`src/verilog/crb_pkg.sv`:
```
// Contract
// - capture only on the clock crossing edge
// - width strap: low 25x1:1, high 14x1:2
// - bank strap picks register-A or register-B assignment
// - wide mode drives three spare terminals low
// - active-low reset clears everything without clock
// - reset ignores undriven data, clock, reference inputs
// - outputs stay low after reset while inputs low
// - both selects high freeze the gated outputs
// - reset overrides chip-select gating
// - narrow mode drives identical A and B copies
// - control inputs 1,4,7 or 14,11,7 by mode
// - enable, termination, module select never frozen
package crb_pkg;

    localparam int CRB_DATA_W = 25;
    localparam int CRB_ROWS = 14;
    localparam int CRB_FIFO_DEPTH = 8;

    // input positions (zero based) of the ungated controls
    localparam int CRB_CKE_A_IDX = 0;
    localparam int CRB_ODT_A_IDX = 3;
    localparam int CRB_CS_IDX = 6;
    localparam int CRB_CKE_B_IDX = 13;
    localparam int CRB_ODT_B_IDX = 10;

    // spare terminal rows of the second output column in wide mode
    localparam int CRB_SPARE_ROW0 = 0;
    localparam int CRB_SPARE_ROW1 = 3;
    localparam int CRB_SPARE_ROW2 = 6;

    localparam logic [13:0] CRB_PIN_RST = 14'h0000;

    typedef enum logic [1:0] {
        CRB_WIDE = 2'b00,
        CRB_NARROW_A = 2'b01,
        CRB_NARROW_B = 2'b11
    } crb_mode_t;

    typedef struct packed {
        logic csr_n;
        logic [CRB_DATA_W-1:0] d;
    } crb_word_t;

    typedef struct packed {
        logic [CRB_ROWS-1:0] a;
        logic [CRB_ROWS-1:0] b;
    } crb_pins_t;

    // outputs that chip-select gating never freezes
    function automatic logic crb_ungated(input crb_mode_t mode, input int idx);
        if (mode == CRB_NARROW_B) begin
            return (idx == CRB_CKE_B_IDX) || (idx == CRB_ODT_B_IDX) || (idx == CRB_CS_IDX);
        end
        return (idx == CRB_CKE_A_IDX) || (idx == CRB_ODT_A_IDX) || (idx == CRB_CS_IDX);
    endfunction

    // input index feeding second-column row in wide mode, -1 for spare
    function automatic int crb_wide_b_idx(input int row);
        if (row == CRB_SPARE_ROW0 || row == CRB_SPARE_ROW1 || row == CRB_SPARE_ROW2) begin
            return -1;
        end
        if (row < CRB_SPARE_ROW1) begin
            return row + 13;
        end
        if (row < CRB_SPARE_ROW2) begin
            return row + 12;
        end
        return row + 11;
    endfunction

endpackage

```
`src/verilog/crb_buffer.sv`:
```
`timescale 1ns/1ps

module crb_fifo #(
    parameter int W = 26,
    parameter int DEPTH = 8
) (
    input wire logic i_clk,            // system clock
    input wire logic i_sys_rst,        // synchronous reset, high
    input wire logic i_reset_n,        // asynchronous reset, low
    input wire logic [W-1:0] i_data,   // fill-side word
    input wire logic i_valid,          // fill-side valid
    output logic o_ready,              // fill-side ready
    output logic [W-1:0] o_data,       // drain-side word
    output logic o_valid,              // drain-side valid
    input wire logic i_ready           // drain-side ready
);
    localparam int AW = $clog2(DEPTH);

    typedef struct packed {
        logic [DEPTH-1:0][W-1:0] mem;
        logic [AW-1:0] wr;
        logic [AW-1:0] rd;
        logic [AW:0] cnt;
        logic rdy;
    } crb_fifo_st_t;

    crb_fifo_st_t s_q, s_d;
    logic push, pop;

    assign o_valid = (s_q.cnt != '0);
    assign o_data = s_q.mem[s_q.rd];
    assign o_ready = s_q.rdy;
    assign push = i_valid && s_q.rdy;
    assign pop = o_valid && i_ready;

    always_comb begin
        s_d = s_q;
        if (push) begin
            s_d.mem[s_q.wr] = i_data;
            s_d.wr = (s_q.wr == AW'(DEPTH - 1)) ? '0 : s_q.wr + 1'b1;
        end
        if (pop) begin
            s_d.rd = (s_q.rd == AW'(DEPTH - 1)) ? '0 : s_q.rd + 1'b1;
        end
        s_d.cnt = s_q.cnt + {{AW{1'b0}}, push} - {{AW{1'b0}}, pop};
        s_d.rdy = (s_d.cnt != (AW + 1)'(DEPTH));
    end

    // ready stays low in reset so floating inputs are never taken
    always_ff @(posedge i_clk or negedge i_reset_n) begin
        if (!i_reset_n) begin
            s_q <= '0;
        end else if (i_sys_rst) begin
            s_q <= '0;
        end else begin
            s_q <= s_d;
        end
    end
endmodule

module crb_buffer
    import crb_pkg::*;
(
    input wire logic i_clk,                      // capture clock, 100 ns
    input wire logic i_sys_rst,                  // synchronous reset, high
    input wire logic i_reset_n,                  // asynchronous reset, low
    input wire logic i_width_select_strap,       // low 1:1, high 1:2
    input wire logic i_bank_select_strap,        // low register A, high B
    input wire logic [CRB_DATA_W-1:0] i_data,    // data inputs 1..25
    input wire logic i_register_chip_select_n,   // second chip select
    input wire logic i_in_valid,                 // input word offered
    output logic o_in_ready,                     // input word accepted
    input wire logic i_out_ready,                // capture edge enable
    output logic [CRB_ROWS-1:0] o_pin_a,         // first output column
    output logic [CRB_ROWS-1:0] o_pin_b          // second output column
);
    crb_pins_t s_q, s_d;
    crb_word_t in_word, cap_word;
    crb_mode_t mode;
    logic cap_valid, pop, freeze;

    assign in_word.csr_n = i_register_chip_select_n;
    assign in_word.d = i_data;
    assign pop = cap_valid && i_out_ready;

    crb_fifo #(.W($bits(crb_word_t)), .DEPTH(CRB_FIFO_DEPTH)) u_fifo (
        .i_clk(i_clk),
        .i_sys_rst(i_sys_rst),
        .i_reset_n(i_reset_n),
        .i_data(in_word),
        .i_valid(i_in_valid),
        .o_ready(o_in_ready),
        .o_data(cap_word),
        .o_valid(cap_valid),
        .i_ready(i_out_ready)
    );

    always_comb begin
        if (!i_width_select_strap) begin
            mode = CRB_WIDE;
        end else if (i_bank_select_strap) begin
            mode = CRB_NARROW_B;
        end else begin
            mode = CRB_NARROW_A;
        end
    end

    // both selects deselected (high) hold the gated outputs
    assign freeze = cap_word.d[CRB_CS_IDX] && cap_word.csr_n;

    always_comb begin
        int bi;
        bi = 0;
        s_d = s_q;
        if (pop) begin
            for (int r = 0; r < CRB_ROWS; r++) begin
                if (crb_ungated(mode, r) || !freeze) begin
                    s_d.a[r] = cap_word.d[r];
                end
                if (mode == CRB_WIDE) begin
                    bi = crb_wide_b_idx(r);
                    if (bi < 0) begin
                        s_d.b[r] = 1'b0;
                    end else if (crb_ungated(mode, bi) || !freeze) begin
                        s_d.b[r] = cap_word.d[bi];
                    end
                end else if (crb_ungated(mode, r) || !freeze) begin
                    s_d.b[r] = cap_word.d[r];
                end
            end
        end
    end

    always_ff @(posedge i_clk or negedge i_reset_n) begin
        if (!i_reset_n) begin
            s_q <= {CRB_PIN_RST, CRB_PIN_RST};
        end else if (i_sys_rst) begin
            s_q <= {CRB_PIN_RST, CRB_PIN_RST};
        end else begin
            s_q <= s_d;
        end
    end

    assign o_pin_a = s_q.a;
    assign o_pin_b = s_q.b;
endmodule

```
`config.mk`:
```
export PLATFORM = sky130hd
export DESIGN_NAME = crb_buffer
export DESIGN_NICKNAME = d
export VERILOG_FILES = /design/src/verilog/crb_pkg.sv /design/src/verilog/crb_buffer.sv
export SDC_FILE = /design/constraint.sdc
export NUM_CORES = 1
export LEC_CHECK = 0
export ABC_AREA = 1
export BUFFER_PORTS_ARGS = -buffer_cell sky130_fd_sc_hd__buf_2
export CAP_MARGIN = 5
export CELL_PAD_IN_SITES_DETAIL_PLACEMENT = 2
export CELL_PAD_IN_SITES_GLOBAL_PLACEMENT = 2
export CORE_AREA = 4 4 192 194
export DETAILED_ROUTE_END_ITERATION = 12
export DIE_AREA = 0 0 196 198
export GPL_ROUTABILITY_DRIVEN = 0
export MAX_ROUTING_LAYER = met4
export PLACE_DENSITY_LB_ADDON = 0.1
export SYNTH_ARGS = -nofsm -noshare
export SYNTH_HDL_FRONTEND = slang
export SYNTH_SLANG_ARGS = --single-unit
```
`constraint.sdc`:
```
create_clock -name i_clk -period 2.5 [get_ports i_clk]
set_input_delay 0.5 -clock i_clk [delete_from_list [all_inputs] [get_ports i_clk]]
set_output_delay 0.5 -clock i_clk [all_outputs]
set_load 0.01 [all_outputs]
```
Yosys cells after proc, flatten, opt, wreduce, memory -nomap -nowiden
Cells that the tools add are included.
{ "classes": {"add_sub_neg": 4, "magnitude_cmp": 17, "n_eq_ne": 40, "mux": 220, "n_reduce_logical": 81} }
{ "ops": {"columns": ["op", "n"], "rows": [
  ["$mux 32", 17],
  ["$eq 32x5->1 const B", 14],
  ["$eq 32x3->1 const B", 7],
  ["$eq 32x4->1 const B", 7],
  ["$logic_not 32->1", 7],
  ["$lt 32x1->1 const B", 7],
  ["$lt 32x7->1 const B", 7],
  ["$mux 219", 1],
  ["$mux 211", 1],
  ["$bwmux 208", 1],
  ["$mux 1", 176],
  ["$bmux 26 s3", 1],
  ["$demux 26 s3", 1],
  ["$mux 28", 2],
  ["$mux 26", 2],
  ["$logic_or 1x1->1", 44],
  ["$bmux 1 s5", 7],
  ["$reduce_and 3->1", 9],
  ["$ne 4x2->1 const B", 5],
  ["$mux 3", 5],
  ["$ne 4x4->1 const B", 3],
  ["$reduce_bool 2->1", 6],
  ["$reduce_bool 3->1", 4],
  ["$mux 2", 5],
  ["other kinds (14)", 23]
]} }
{ "word_totals": {"regBits": 247, "in_bits": 33, "out_inout_bits": 29, "elab_cells": 387} }

Logic depth before layout (Yosys ltp)
Gate-level depths: netlist of the first run.
{ "depth": {"depth_word": 31, "depth_mapped": 13, "depth_no_buf": 13} }

Modules after synthesis
From an unflattened synthesis of the first run, not the netlist that was laid out.
{ "hier_totals": {"hier_cells": 1485, "hier_area_um2": 12204.2} }
{ "by_module_without_submodules": {"columns": ["module", "instances", "cells_each", "area_per_inst_um2", "seq_area_each_um2"], "rows": [
  ["crb_fifo", 1, 1306, 10759.1, 5480.3],
  ["crb_buffer", 1, 179, 1445.1, 700.7]
]} }

Worst setup path after synthesis of the first run
Ideal clock, no wire load.
{ "synth_path": {"kind": "reg-to-reg", "start": "reg u_fifo.s_q[3] (netlist name)", "end": "reg u_fifo.s_q (netlist bit u_fifo.o_ready)", "setup_ns": 0.120, "arrival_ns": 2.089, "required_time_ns": 2.380, "setup_slack_ns": 0.291, "path_stages_with_launch": 13, "path_buffers": 0, "period_less_slack_ns": 2.209, "path_cell_list": "dfrtp_1 > inv_1 > ha_1 > nand3_1 > and2_1 > ha_1 > inv_1 > ha_1 > fa_1 > xnor2_1 > nand3_1 > o21ai_0 > inv_1"} }
{ "synth_between": {"elab_chain_len": 5, "elab_cells_between_ends": 6, "cone_classes": "add/sub (2); eq/ne (1); mux (1); reduce/logical (2)"} }
{ "synth_rtl": {"columns": ["item", "line", "rtl"], "rows": [
  ["start: declaration", "crb_buffer.sv:27", "crb_fifo_st_t s_q, s_d;"],
  ["start signal: assignment", "crb_buffer.sv:52", "s_q <= '0;"],
  ["start signal: assignment", "crb_buffer.sv:54", "s_q <= '0;"],
  ["start signal: assignment", "crb_buffer.sv:56", "s_q <= s_d;"],
  ["branches (longest 2 deep; another with $add 4x1->4)", null, null],
  ["$sub 4x1->4 (*)", "crb_buffer.sv:45", "s_d.cnt = s_q.cnt + {{AW{1'b0}}, push} - {{AW{1'b0}}, pop};"],
  ["$ne 4x4->1 (*)", "crb_buffer.sv:46", "s_d.rdy = (s_d.cnt != (AW + 1)'(DEPTH));"],
  ["$mux 219 (*)", "crb_buffer.sv:53", "end else if (i_sys_rst) begin"]
]} }
Mark *: on every way between the ends.
A chain may end at the register's enable or synchronous reset.

Final worst setup path of the first run
Ends and elaborated chain as after synthesis.

==> flow_summary.toml, run 1 <==
[power_and_ir_drop]
p_leak_nw = 6.11
report.power.total_mw = 11.7
seq_power_share = 0.378
power_density_nw_per_um2 = 875
vdd_ir_drop_max_mv = 0.488
switching_share = 0.347
power_switching_mw = 4.05
p_int_mw = 7.62
p_comb_frac = 0.268
share_clk_of_total_power = 0.354

[die]
initial_core_utilization = 0.326
die_w_um = 196
rows = 69
die_area_um2 = 38800
chipHeight_um = 198
boundaryPins = 62
placeableCoreArea_um2 = 35200

[detailed_routing]
drt_iter0_drc = 457
firstDrtPassIters = 4
vias_per_cell = 5.36
route.detailed.wl_per_inst_um = 22.0
routed_wirelength_um = 40900
vias = 9940
drtAntennaViolNets = 0
remaining_drc_errors = 0

[worst_setup_path]
cp_data_arrival_time_ns = 2.74
critPathLaunchType = "register"
setup.worst_path.end_class = "register"
crit_type = "reg2reg"
crit_fanout = 2
cp_data_required_time_ns = 2.95
setup.reg_to_reg.worst_slack_ns = 0.22

[sta]
grt_setup_unrepaired = "no"
max_clock_freq_ghz = 0.438
finClkSkew_ns = 0.0173
hold_violations = 0
timing_max_transition_violations_final = 0
setup_viol_count_final = 0
worstMarginPinSlew_ns = 0.603
layout_worst_path_cycle_share = 0.914
slew_headroom = 0.598
worst_hold_slack_ns = 0.284
fin_setup_tns_ns = 0
post-route-min-period_ns = 2.28

[flow_run]
max_cap_violations = 0

[logic_synthesis]
synthesis.area_per_instance_um2 = 8.66
yosysUniqueCellTypes = 29
synth_seq_area_share = 0.538
syn-num-nets = 1371
yosysWarningCount = 0
synth_seq_cells = 247
synth_area_um2 = 11500
post_synth_inst_count = 1328

[place]
hpwlAfterDp_um = 26600
port_buffers = 61
post_dp_cell_area_um2 = 12400

[global_route]
globalRouteMet1Util = 0.295
global_route.usage.total = 0.219
met3_usage = 0.0228
grt_overflow_total = 0
grt_start_max_net_pins = 120
grt_first_pass_wirelength_um = 65600
grt_pass1_vias = 11000
grtUsageMet2 = 0.367
global_route.peak_usage_layer = "met2"
initial_antenna_violation_count = 0

[layout]
antenna_cells = 0
final_cell_area_um2 = 13300
finish.net_count = 1416
post_route_cells_drive_above_1_share = 0.130
areaGrowthSynthToFinish_pct = 16.0
filler_cell_count = 3965
post-route-util = 0.379

[min_path]
timing.hold.worst.class = "in2reg"

[run_status]
result_of_the_run = "finished, final reports clean"

[clocking]
cts_root_buffer = "sky130_fd_sc_hd__clkbuf_16"
cts_sinks = 247
path_clk_slew_ns = 0.06
numCtsBuffers = 29
post-cts-setup-buffers = 0
clkLatencyLatePin_ns = 0.56
tritoncts_clock_tree = "done"
cts_buffer_depth = 3
htreeDepth = 1
-- critical path, cell delays in order (launching register included) --
cell,delay (ns)
sky130_fd_sc_hd__dfrtp_1,0.35
sky130_fd_sc_hd__inv_1,0.07
sky130_fd_sc_hd__ha_1,0.15
sky130_fd_sc_hd__nand3_1,0.07
sky130_fd_sc_hd__and2_1,0.16
sky130_fd_sc_hd__ha_1,0.29
sky130_fd_sc_hd__inv_1,0.05
sky130_fd_sc_hd__ha_1,0.18
sky130_fd_sc_hd__fa_2,0.45
sky130_fd_sc_hd__inv_1,0.09
sky130_fd_sc_hd__nand3_1,0.08
sky130_fd_sc_hd__o21ai_0,0.17
sky130_fd_sc_hd__inv_1,0.06
-- cell usage after synthesis (all sizes together) --
cell type  count  share of area
nand2        253          0.084
buf           67          0.035
nand4         17          0.010
o211ai        20          0.014
xnor2          2         0.0015
clkbuf        34          0.011
a21oi         35          0.015
clkinv         1        0.00033
and2           1        0.00054
fa             1         0.0017
nor2          10         0.0035
dfrtp        247           0.54
inv          133          0.043
o22ai        109          0.059
nand3        239           0.10
o21ai        150          0.068
ha             9         0.0098
-- registers in the layout, summed over array words and instances (netlist names) --
name / count
o_pin_b: 14
o_pin_a: 14
u_fifo.o_ready: 1
u_fifo.s_q: 218
-- final timing paths --
| kind | start | endpoint | cells past startpoint |
|---|---|---|---|
| max | u_fifo.s_q[3]$_DFF_PN0_ | u_fifo.o_ready$_DFF_PN0_ | 12 |
| min | i_sys_rst | u_fifo.s_q[4]$_DFF_PN0_ | 2 |
| max reg2reg | u_fifo.s_q[3]$_DFF_PN0_ | u_fifo.o_ready$_DFF_PN0_ | 12 |
| min reg2reg | o_pin_b[5]$_DFFE_PN0P_ | o_pin_b[5]$_DFFE_PN0P_ | 2 |
| max in group asynchronous | i_reset_n | u_fifo.s_q[111]$_DFFE_PN0P_ | 3 |
| min in group asynchronous | i_reset_n | u_fifo.s_q[1]$_DFF_PN0_ | 2 |
-- per-stage QoR --
step | std cells | worst slack (ns)
after global routing | 1856 | 0.0551
after detailed placement | 1802 | 0.121
final | 1856 | 0.216
after global placement | 1802 | 0.146
after floorplan | 1328 | 0.291
after CTS | 1856 | 0.106
-- kinds of logic after synthesis --
logic type      share of synthesized area
compound gates                      0.157
buf+inv                            0.0895
flops                               0.538
simple gates                        0.203
fa+ha+maj                          0.0115
xor+xnor                          0.00152
-- power by group through the flow --
stage | Clock, mW | Sequential (mW) | Combinational (mW)
5_1_grt | 4.44 | 4.45 | 3.51
2_1_floorplan | 0 | 4.46 | 2.02
3_5_place_dp | 0 | 4.48 | 3.12
3_3_place_gp | 0 | 4.47 | 3.09
6_report | 4.13 | 4.41 | 3.13
4_1_cts | 4.27 | 4.41 | 3.15
-- layout make-up --
cell class / count / area [µm²] / share of cell area
well taps: 461 / 577 / 0.0432
flip-flops and latches: 247 / 6190 / 0.464
multi-input cells: 846 / 4300 / 0.322
clock inverters: 4 / 23.8 / 0.00178
inverters: 134 / 505 / 0.0379
repair buffers: 115 / 848 / 0.0636
clock buffers: 49 / 901 / 0.0675
-- layout by cell type (no fill, tap or decap), types with 2 or more instances in the layout --
| cell | netlist | routed |
|---|---|---|
| sky130_fd_sc_hd__o22ai_1 | 109 | 109 |
| sky130_fd_sc_hd__nand2_1 | 250 | 250 |
| sky130_fd_sc_hd__nand4_1 | 15 | 15 |
| sky130_fd_sc_hd__buf_2 | 39 | 60 |
| sky130_fd_sc_hd__clkbuf_8 | 0 | 10 |
| sky130_fd_sc_hd__o211ai_2 | 2 | 2 |
| sky130_fd_sc_hd__o21ai_1 | 3 | 3 |
| sky130_fd_sc_hd__o21ai_0 | 138 | 138 |
| sky130_fd_sc_hd__buf_12 | 0 | 10 |
| sky130_fd_sc_hd__clkbuf_16 | 0 | 29 |
| sky130_fd_sc_hd__clkinv_2 | 0 | 3 |
| sky130_fd_sc_hd__nor2_1 | 9 | 9 |
| sky130_fd_sc_hd__clkbuf_1 | 34 | 10 |
| sky130_fd_sc_hd__inv_1 | 132 | 130 |
| sky130_fd_sc_hd__dfrtp_1 | 247 | 245 |
| sky130_fd_sc_hd__o211ai_1 | 18 | 18 |
| sky130_fd_sc_hd__inv_2 | 1 | 2 |
| sky130_fd_sc_hd__nand2_4 | 2 | 2 |
| sky130_fd_sc_hd__nand3_1 | 238 | 238 |
| sky130_fd_sc_hd__buf_4 | 2 | 43 |
| sky130_fd_sc_hd__a21oi_1 | 35 | 35 |
| sky130_fd_sc_hd__o21ai_2 | 9 | 9 |
| sky130_fd_sc_hd__nand4_2 | 2 | 2 |
| sky130_fd_sc_hd__ha_1 | 9 | 9 |
-- what timing repair did --
item / CTS / global route
gates resized for setup: 0 / 2
hold buffers: 1 / 0
endpoints found under the setup margin: 0 / 1
endpoints found under the hold margin: 55 / 0
-- metal layers --
| layer | routed length [µm] | vias up |
|---|---|---|
| li1 | - | 4622 |
| met5 | 0 | - |
| met3 | 983 | 43 |
| met2 | 19600 | 124 |
| met1 | 19600 | 5151 |
| met4 | 671 | 0 |
(Power assumes the default switching activity.)
==> run 2: changes to the inputs <==
--- a/config.mk
+++ b/config.mk
@@ -10,9 +10,9 @@
 export CAP_MARGIN = 5
 export CELL_PAD_IN_SITES_DETAIL_PLACEMENT = 2
 export CELL_PAD_IN_SITES_GLOBAL_PLACEMENT = 2
-export CORE_AREA = 4 4 192 194
+export CORE_AREA = 4 4 214 174
 export DETAILED_ROUTE_END_ITERATION = 12
-export DIE_AREA = 0 0 196 198
+export DIE_AREA = 0 0 218 178
 export GPL_ROUTABILITY_DRIVEN = 0
 export MAX_ROUTING_LAYER = met4
 export PLACE_DENSITY_LB_ADDON = 0.1
==> flow_summary.toml, run 2 (synthesized netlist as in run 1, its figures left out) <==
[run_status]
result_of_the_run = "finished, final reports clean"

[clocking]
path_clk_slew_ns = 0.06
clkLatencyLatePin_ns = 0.57
post-cts-setup-buffers = 0
numCtsBuffers = 29
htreeDepth = 1
tritoncts_clock_tree = "done"
cts_buffer_depth = 3
cts_sinks = 247
cts_root_buffer = "sky130_fd_sc_hd__clkbuf_16"

[sta]
grt_setup_unrepaired = "no"
post-route-min-period_ns = 2.30
hold_violations = 0
setup_viol_count_final = 0
slew_headroom = 0.526
worst_hold_slack_ns = 0.287
layout_worst_path_cycle_share = 0.919
fin_setup_tns_ns = 0
worstMarginPinSlew_ns = 0.711
max_clock_freq_ghz = 0.435
finClkSkew_ns = 0.0156
timing_max_transition_violations_final = 0

[detailed_routing]
remaining_drc_errors = 0
drtAntennaViolNets = 0
vias_per_cell = 5.43
route.detailed.wl_per_inst_um = 23.1
vias = 10200
drt_iter0_drc = 694
routed_wirelength_um = 43100
firstDrtPassIters = 5

[layout]
largest_register_ff_count = 218
antenna_cells = 0
most_frequent_standard_cell_in_the_layout_excluding_fill_and_tap_cells = "sky130_fd_sc_hd__nand2_1"
filler_cell_count = 3887
post-route-util = 0.386
areaGrowthSynthToFinish_pct = 16.8
finish.net_count = 1419
regMostFlops = "u_fifo.s_q"
layout.cells.most_common_list = "250 x sky130_fd_sc_hd__nand2_1, 245 x sky130_fd_sc_hd__dfrtp_1, 238 x sky130_fd_sc_hd__nand3_1"
post_route_cells_drive_above_1_share = 0.136

[place]
port_buffers = 61
hpwlAfterDp_um = 27600

[global_route]
global_route.peak_usage_layer = "met2"
global_route.usage.total = 0.231
grt_pass1_vias = 10900
grt_first_pass_wirelength_um = 68000
initial_antenna_violation_count = 0
grtUsageMet2 = 0.365
globalRouteMet1Util = 0.332
grt_start_max_net_pins = 88
met3_usage = 0.0218
grt_overflow_total = 0

[power_and_ir_drop]
power_density_nw_per_um2 = 907
p_leak_nw = 6.15
vdd_ir_drop_max_mv = 0.542

[die]
rows = 61
die_area_um2 = 38800
boundaryPins = 62
chipHeight_um = 178
placeableCoreArea_um2 = 34800
die_w_um = 218
initial_core_utilization = 0.330

[worst_setup_path]
max_stage_delay_ns = 0.46
cp_data_required_time_ns = 2.95
critical-path-top-delay-family = "adder cells"
crit_type = "reg2reg"
crit_fanout = 2
crit_slowest_cell = "sky130_fd_sc_hd__fa_2"
critical_path_cell_by_cell = "inv_1 > ha_1 > nand3_1 > and2_1 > ha_1 > inv_1 > ha_1 > fa_2 > inv_1 > nand3_1 > o21ai_0 > inv_1"
setup.worst_path.end_class = "register"
critPathLaunchType = "register"
cp_data_arrival_time_ns = 2.75
crit_buf_inv = 4
path_common_cell = "sky130_fd_sc_hd__inv_1"

[min_path]
timing.hold.worst.class = "in2reg"

[flow_run]
max_cap_violations = 0
[run 2: worst reg2reg max path, stage by stage (launching register included)]
cell and delay (ns):
sky130_fd_sc_hd__dfrtp_1 0.36, sky130_fd_sc_hd__inv_1 0.07, sky130_fd_sc_hd__ha_1 0.15, sky130_fd_sc_hd__nand3_1 0.07, sky130_fd_sc_hd__and2_1 0.15, sky130_fd_sc_hd__ha_1 0.29, sky130_fd_sc_hd__inv_1 0.06, sky130_fd_sc_hd__ha_1 0.20
sky130_fd_sc_hd__fa_2 0.46, sky130_fd_sc_hd__inv_1 0.09, sky130_fd_sc_hd__nand3_1 0.07, sky130_fd_sc_hd__o21ai_0 0.16, sky130_fd_sc_hd__inv_1 0.05
[run 2: layout make-up]
type | count | area, µm² | share of cell area
clock buffers | 38 | 800 | 0.0596
clock inverters | 15 | 203 | 0.0151
inverters | 134 | 505 | 0.0377
multi-input cells | 846 | 4300 | 0.320
flip-flops and latches | 247 | 6190 | 0.461
well taps | 472 | 591 | 0.0440
repair buffers | 118 | 846 | 0.0630
[run 2: metrics by stage]
step / area [µm²] / total power, mW / std cells / setup WS, ns
3_3_place_gp: 12400 / 7.62 / 1816 / 0.162
6_report: 13400 / 12.2 / 1870 / 0.203
3_5_place_dp: 12400 / 7.69 / 1816 / 0.128
2_1_floorplan: 11500 / 6.48 / 1328 / 0.291
5_1_grt: 13400 / 12.9 / 1870 / 0.0150
4_1_cts: 13400 / 12.3 / 1870 / 0.107
[run 2: per-layer routing]
| metal | wire length [µm] | up-vias |
|---|---|---|
| met5 | 0 | - |
| met4 | 742 | 0 |
| met3 | 1110 | 46 |
| met2 | 19900 | 142 |
| met1 | 21400 | 5326 |
| li1 | - | 4637 |
[run 2: path summary, 6_finish.rpt]
kind | startpoint | to | slack (ns) | depth (start not counted)
setup / recovery | u_fifo.s_q[3]$_DFF_PN0_ | u_fifo.o_ready$_DFF_PN0_ | 0.20 | 12
hold / removal | i_in_valid | u_fifo.s_q[8]$_DFFE_PN0P_ | 0.29 | 4
setup reg to reg | u_fifo.s_q[3]$_DFF_PN0_ | u_fifo.o_ready$_DFF_PN0_ | 0.20 | 12
hold reg to reg | o_pin_a[7]$_DFFE_PN0P_ | o_pin_a[7]$_DFFE_PN0P_ | 0.48 | 2
max in group asynchronous | i_reset_n | u_fifo.s_q[39]$_DFFE_PN0P_ | 1.18 | 3
min in group asynchronous | i_reset_n | u_fifo.s_q[37]$_DFFE_PN0P_ | 0.53 | 2
[run 2: repair_timing]
item	CTS	global route
hold buffers	1	0
gates resized for setup	0	2
endpoints found under the hold margin	68	0
setup endpoints to repair	0	1
[run 2: where the power goes]
part           total [mW]  switching, mW  internal (mW)  leakage (nW)
Sequential           4.39          0.150           4.24          3.43
Combinational        3.22           2.29          0.934          2.23
Clock                4.56           1.80           2.76         0.498
==> run 3: changes to the inputs <==
--- a/config.mk
+++ b/config.mk
@@ -10,12 +10,13 @@
 export CAP_MARGIN = 5
 export CELL_PAD_IN_SITES_DETAIL_PLACEMENT = 2
 export CELL_PAD_IN_SITES_GLOBAL_PLACEMENT = 2
-export CORE_AREA = 4 4 214 174
+export CORE_AREA = 4 4 221 180
 export DETAILED_ROUTE_END_ITERATION = 12
-export DIE_AREA = 0 0 218 178
+export DIE_AREA = 0 0 225 184
 export GPL_ROUTABILITY_DRIVEN = 0
 export MAX_ROUTING_LAYER = met4
 export PLACE_DENSITY_LB_ADDON = 0.1
 export SYNTH_ARGS = -nofsm -noshare
 export SYNTH_HDL_FRONTEND = slang
+export SYNTH_HIERARCHICAL = 1
 export SYNTH_SLANG_ARGS = --single-unit
==> flow_summary.toml, run 3 <==
[run_status]
result_of_the_run = "finished, final reports clean"

[layout]
finish.net_count = 1576
largest_register_ff_count = 218
layout.cells.most_common_list = "474 x sky130_fd_sc_hd__nand2_1, 245 x sky130_fd_sc_hd__dfrtp_1, 159 x sky130_fd_sc_hd__o21ai_0"
regMostFlops = "u_fifo/s_q"
most_frequent_standard_cell_in_the_layout_excluding_fill_and_tap_cells = "sky130_fd_sc_hd__nand2_1"
finalNonFillerCells = 2048
antenna_cells = 0
post_route_cells_drive_above_1_share = 0.142
areaGrowthSynthToFinish_pct = 15.4

[sta]
timing_max_transition_violations_final = 0
slew_headroom = 0.458
hold_violations = 0
finClkSkew_ns = 0.00843
worstMarginPinSlew_ns = 0.810
post-route-min-period_ns = 2.24
max_clock_freq_ghz = 0.446
grt_setup_unrepaired = "no"
layout_worst_path_cycle_share = 0.897
setup_viol_count_final = 0
fin_setup_tns_ns = 0

[global_route]
grt_pass1_vias = 11700
initial_antenna_violation_count = 1
global_route.usage.total = 0.229
grt_first_pass_wirelength_um = 71400
grt_start_max_net_pins = 63
grt_overflow_total = 0

[die]
rows = 64
die_area_um2 = 41400
boundaryPins = 62
placeableCoreArea_um2 = 37700
initial_core_utilization = 0.324
die_w_um = 225
chipHeight_um = 184

[worst_setup_path]
setup.worst_path.end_class = "register"
path_common_cell = "sky130_fd_sc_hd__inv_1"
cp_data_arrival_time_ns = 2.69
crit_fanout = 3
critPathLaunchType = "register"
crit_type = "reg2reg"
max_stage_delay_ns = 0.46
critical_path_cell_by_cell = "inv_1 > ha_1 > nand2_1 > nand2_2 > inv_1 > ha_1 > inv_1 > ha_2 > fa_1 > inv_2 > nand2_1 > nor2_1 > nand3_1 > nand2_1 > inv_1"
crit_slowest_cell = "sky130_fd_sc_hd__fa_1"
reg2regPathDepth = 15
cp_data_required_time_ns = 2.95

[detailed_routing]
drt_iter0_drc = 553
vias_per_cell = 5.19
drtAntennaViolNets = 0
wire_length_on_met2_um = 21600
top_layer = "met4"
routed_wirelength_um = 45600
routed-wl-met3_um = 984
metal_1_wl_um = 22200
vias = 10600
route.detailed.wl_per_inst_um = 22.3
remaining_drc_errors = 0
firstDrtPassIters = 5

[logic_synthesis]
synth.top_cells.by_area = "sky130_fd_sc_hd__dfrtp_1 51%, sky130_fd_sc_hd__nand2_1 15%, sky130_fd_sc_hd__o21ai_0 6.5%"
synth_seq_area_share = 0.506
synthArstFlopShare = 1.00
synth_seq_cells = 247
yosysUniqueCellTypes = 32
synthDominantCellAreaShare = 0.506
yosys.cell_count.top_type = "sky130_fd_sc_hd__nand2_1"
synth_area_um2 = 12200
synth_top_cell_by_area = "sky130_fd_sc_hd__dfrtp_1"
post_synth_inst_count = 1485
yosysWarningCount = 6
syn-num-nets = 1528
synth-main-ff-cell = "sky130_fd_sc_hd__dfrtp_1"
netlist_top_cells_count = "477 x sky130_fd_sc_hd__nand2_1, 247 x sky130_fd_sc_hd__dfrtp_1, 159 x sky130_fd_sc_hd__o21ai_0"
number_of_enable_flip_flop_cells_after_synthesis = 0
synthesis.area_per_instance_um2 = 8.22

[clocking]
htreeDepth = 1
path_clk_slew_ns = 0.06
cts_buffer_depth = 3
cts_sinks = 247
numCtsBuffers = 29
clkLatencyLatePin_ns = 0.56
cts_root_buffer = "sky130_fd_sc_hd__clkbuf_16"
tritoncts_clock_tree = "done"

[flow_run]
max_cap_violations = 0

[power_and_ir_drop]
power_density_nw_per_um2 = 870
p_leak_nw = 6.71
vdd_ir_drop_max_mv = 0.431

[place]
hpwlAfterDp_um = 29500
port_buffers = 61
post-place-cells = 1996

[min_path]
worst_hold_depth = 3
timing.hold.worst.class = "in2reg"
-- run 3: layout make-up --
cell class	instances	area [µm²]
inverter	151	589
sequential	247	6190
timing repair buffer	108	871
multi-input combinational	996	4910
tap	495	619
clock buffer	47	883
clock inverter	4	20.0
fill	4309	23600
-- run 3: what timing repair did --
action,4_1_cts,5_1_grt
hold endpoints to repair,47,0
setup buffers,0,0
endpoints found under the setup margin,0,1
resized for setup,0,3
hold buffers,1,0
-- run 3: worst paths after layout --
kind                                               from                          to  slack, ns
worst max register to register  u_fifo/s_q[3]$_DFF_PN0_    u_fifo/o_ready$_DFF_PN0_       0.26
worst min register to register   o_pin_b[7]$_DFFE_PN0P_      o_pin_b[7]$_DFFE_PN0P_       0.48
max in group asynchronous                     i_reset_n     u_fifo/s_q[1]$_DFF_PN0_       1.31
min in group asynchronous                     i_reset_n  u_fifo/s_q[13]$_DFFE_PN0P_       0.47
worst min-delay path                         i_data[19]  u_fifo/s_q[56]$_DFFE_PN0P_       0.29
worst max-delay path            u_fifo/s_q[3]$_DFF_PN0_    u_fifo/o_ready$_DFF_PN0_       0.26
-- run 3: layer usage --
metal  up-vias  track usage
li1       4938            -
met2       109        0.373
met5         -            -
met1      5531        0.319
met4         0       0.0397
met3        53       0.0220
-- run 3: stage by stage --
step	hold slack (ns)	power (mW)	utilization	area, µm²	setup slack, ns
CTS	0.275	12.4	0.373	14100	0.159
detailed placement	0.468	8.19	0.349	13200	0.170
global route	0.312	13.0	0.373	14100	0.0105
floorplan	0.204	6.69	-	12200	0.298
finish	0.294	12.3	0.373	14100	0.258
global placement	0.461	8.13	0.349	13200	0.208
-- run 3: critical path: cells and delay by family, from the launching register on --
kind	cells	cell delay, ns
flip-flops	1	0.36
AND/OR/NAND/NOR	6	0.44
adder cells (fa/ha/maj)	4	1.07
buffers and inverters	5	0.28
-- run 3: power breakdown --
part           internal, mW  total (mW)  switching [mW]
Combinational          1.06        3.57            2.51
Sequential             4.29        4.52           0.236
Clock                  2.39        4.16            1.77
-- run 3: logic make-up after synthesis --
logic type,count (synthesis),share of synthesized area
simple gates,649,0.222
compound gates,337,0.169
flops,247,0.506
buf+inv,242,0.0920
fa+ha+maj,10,0.0109
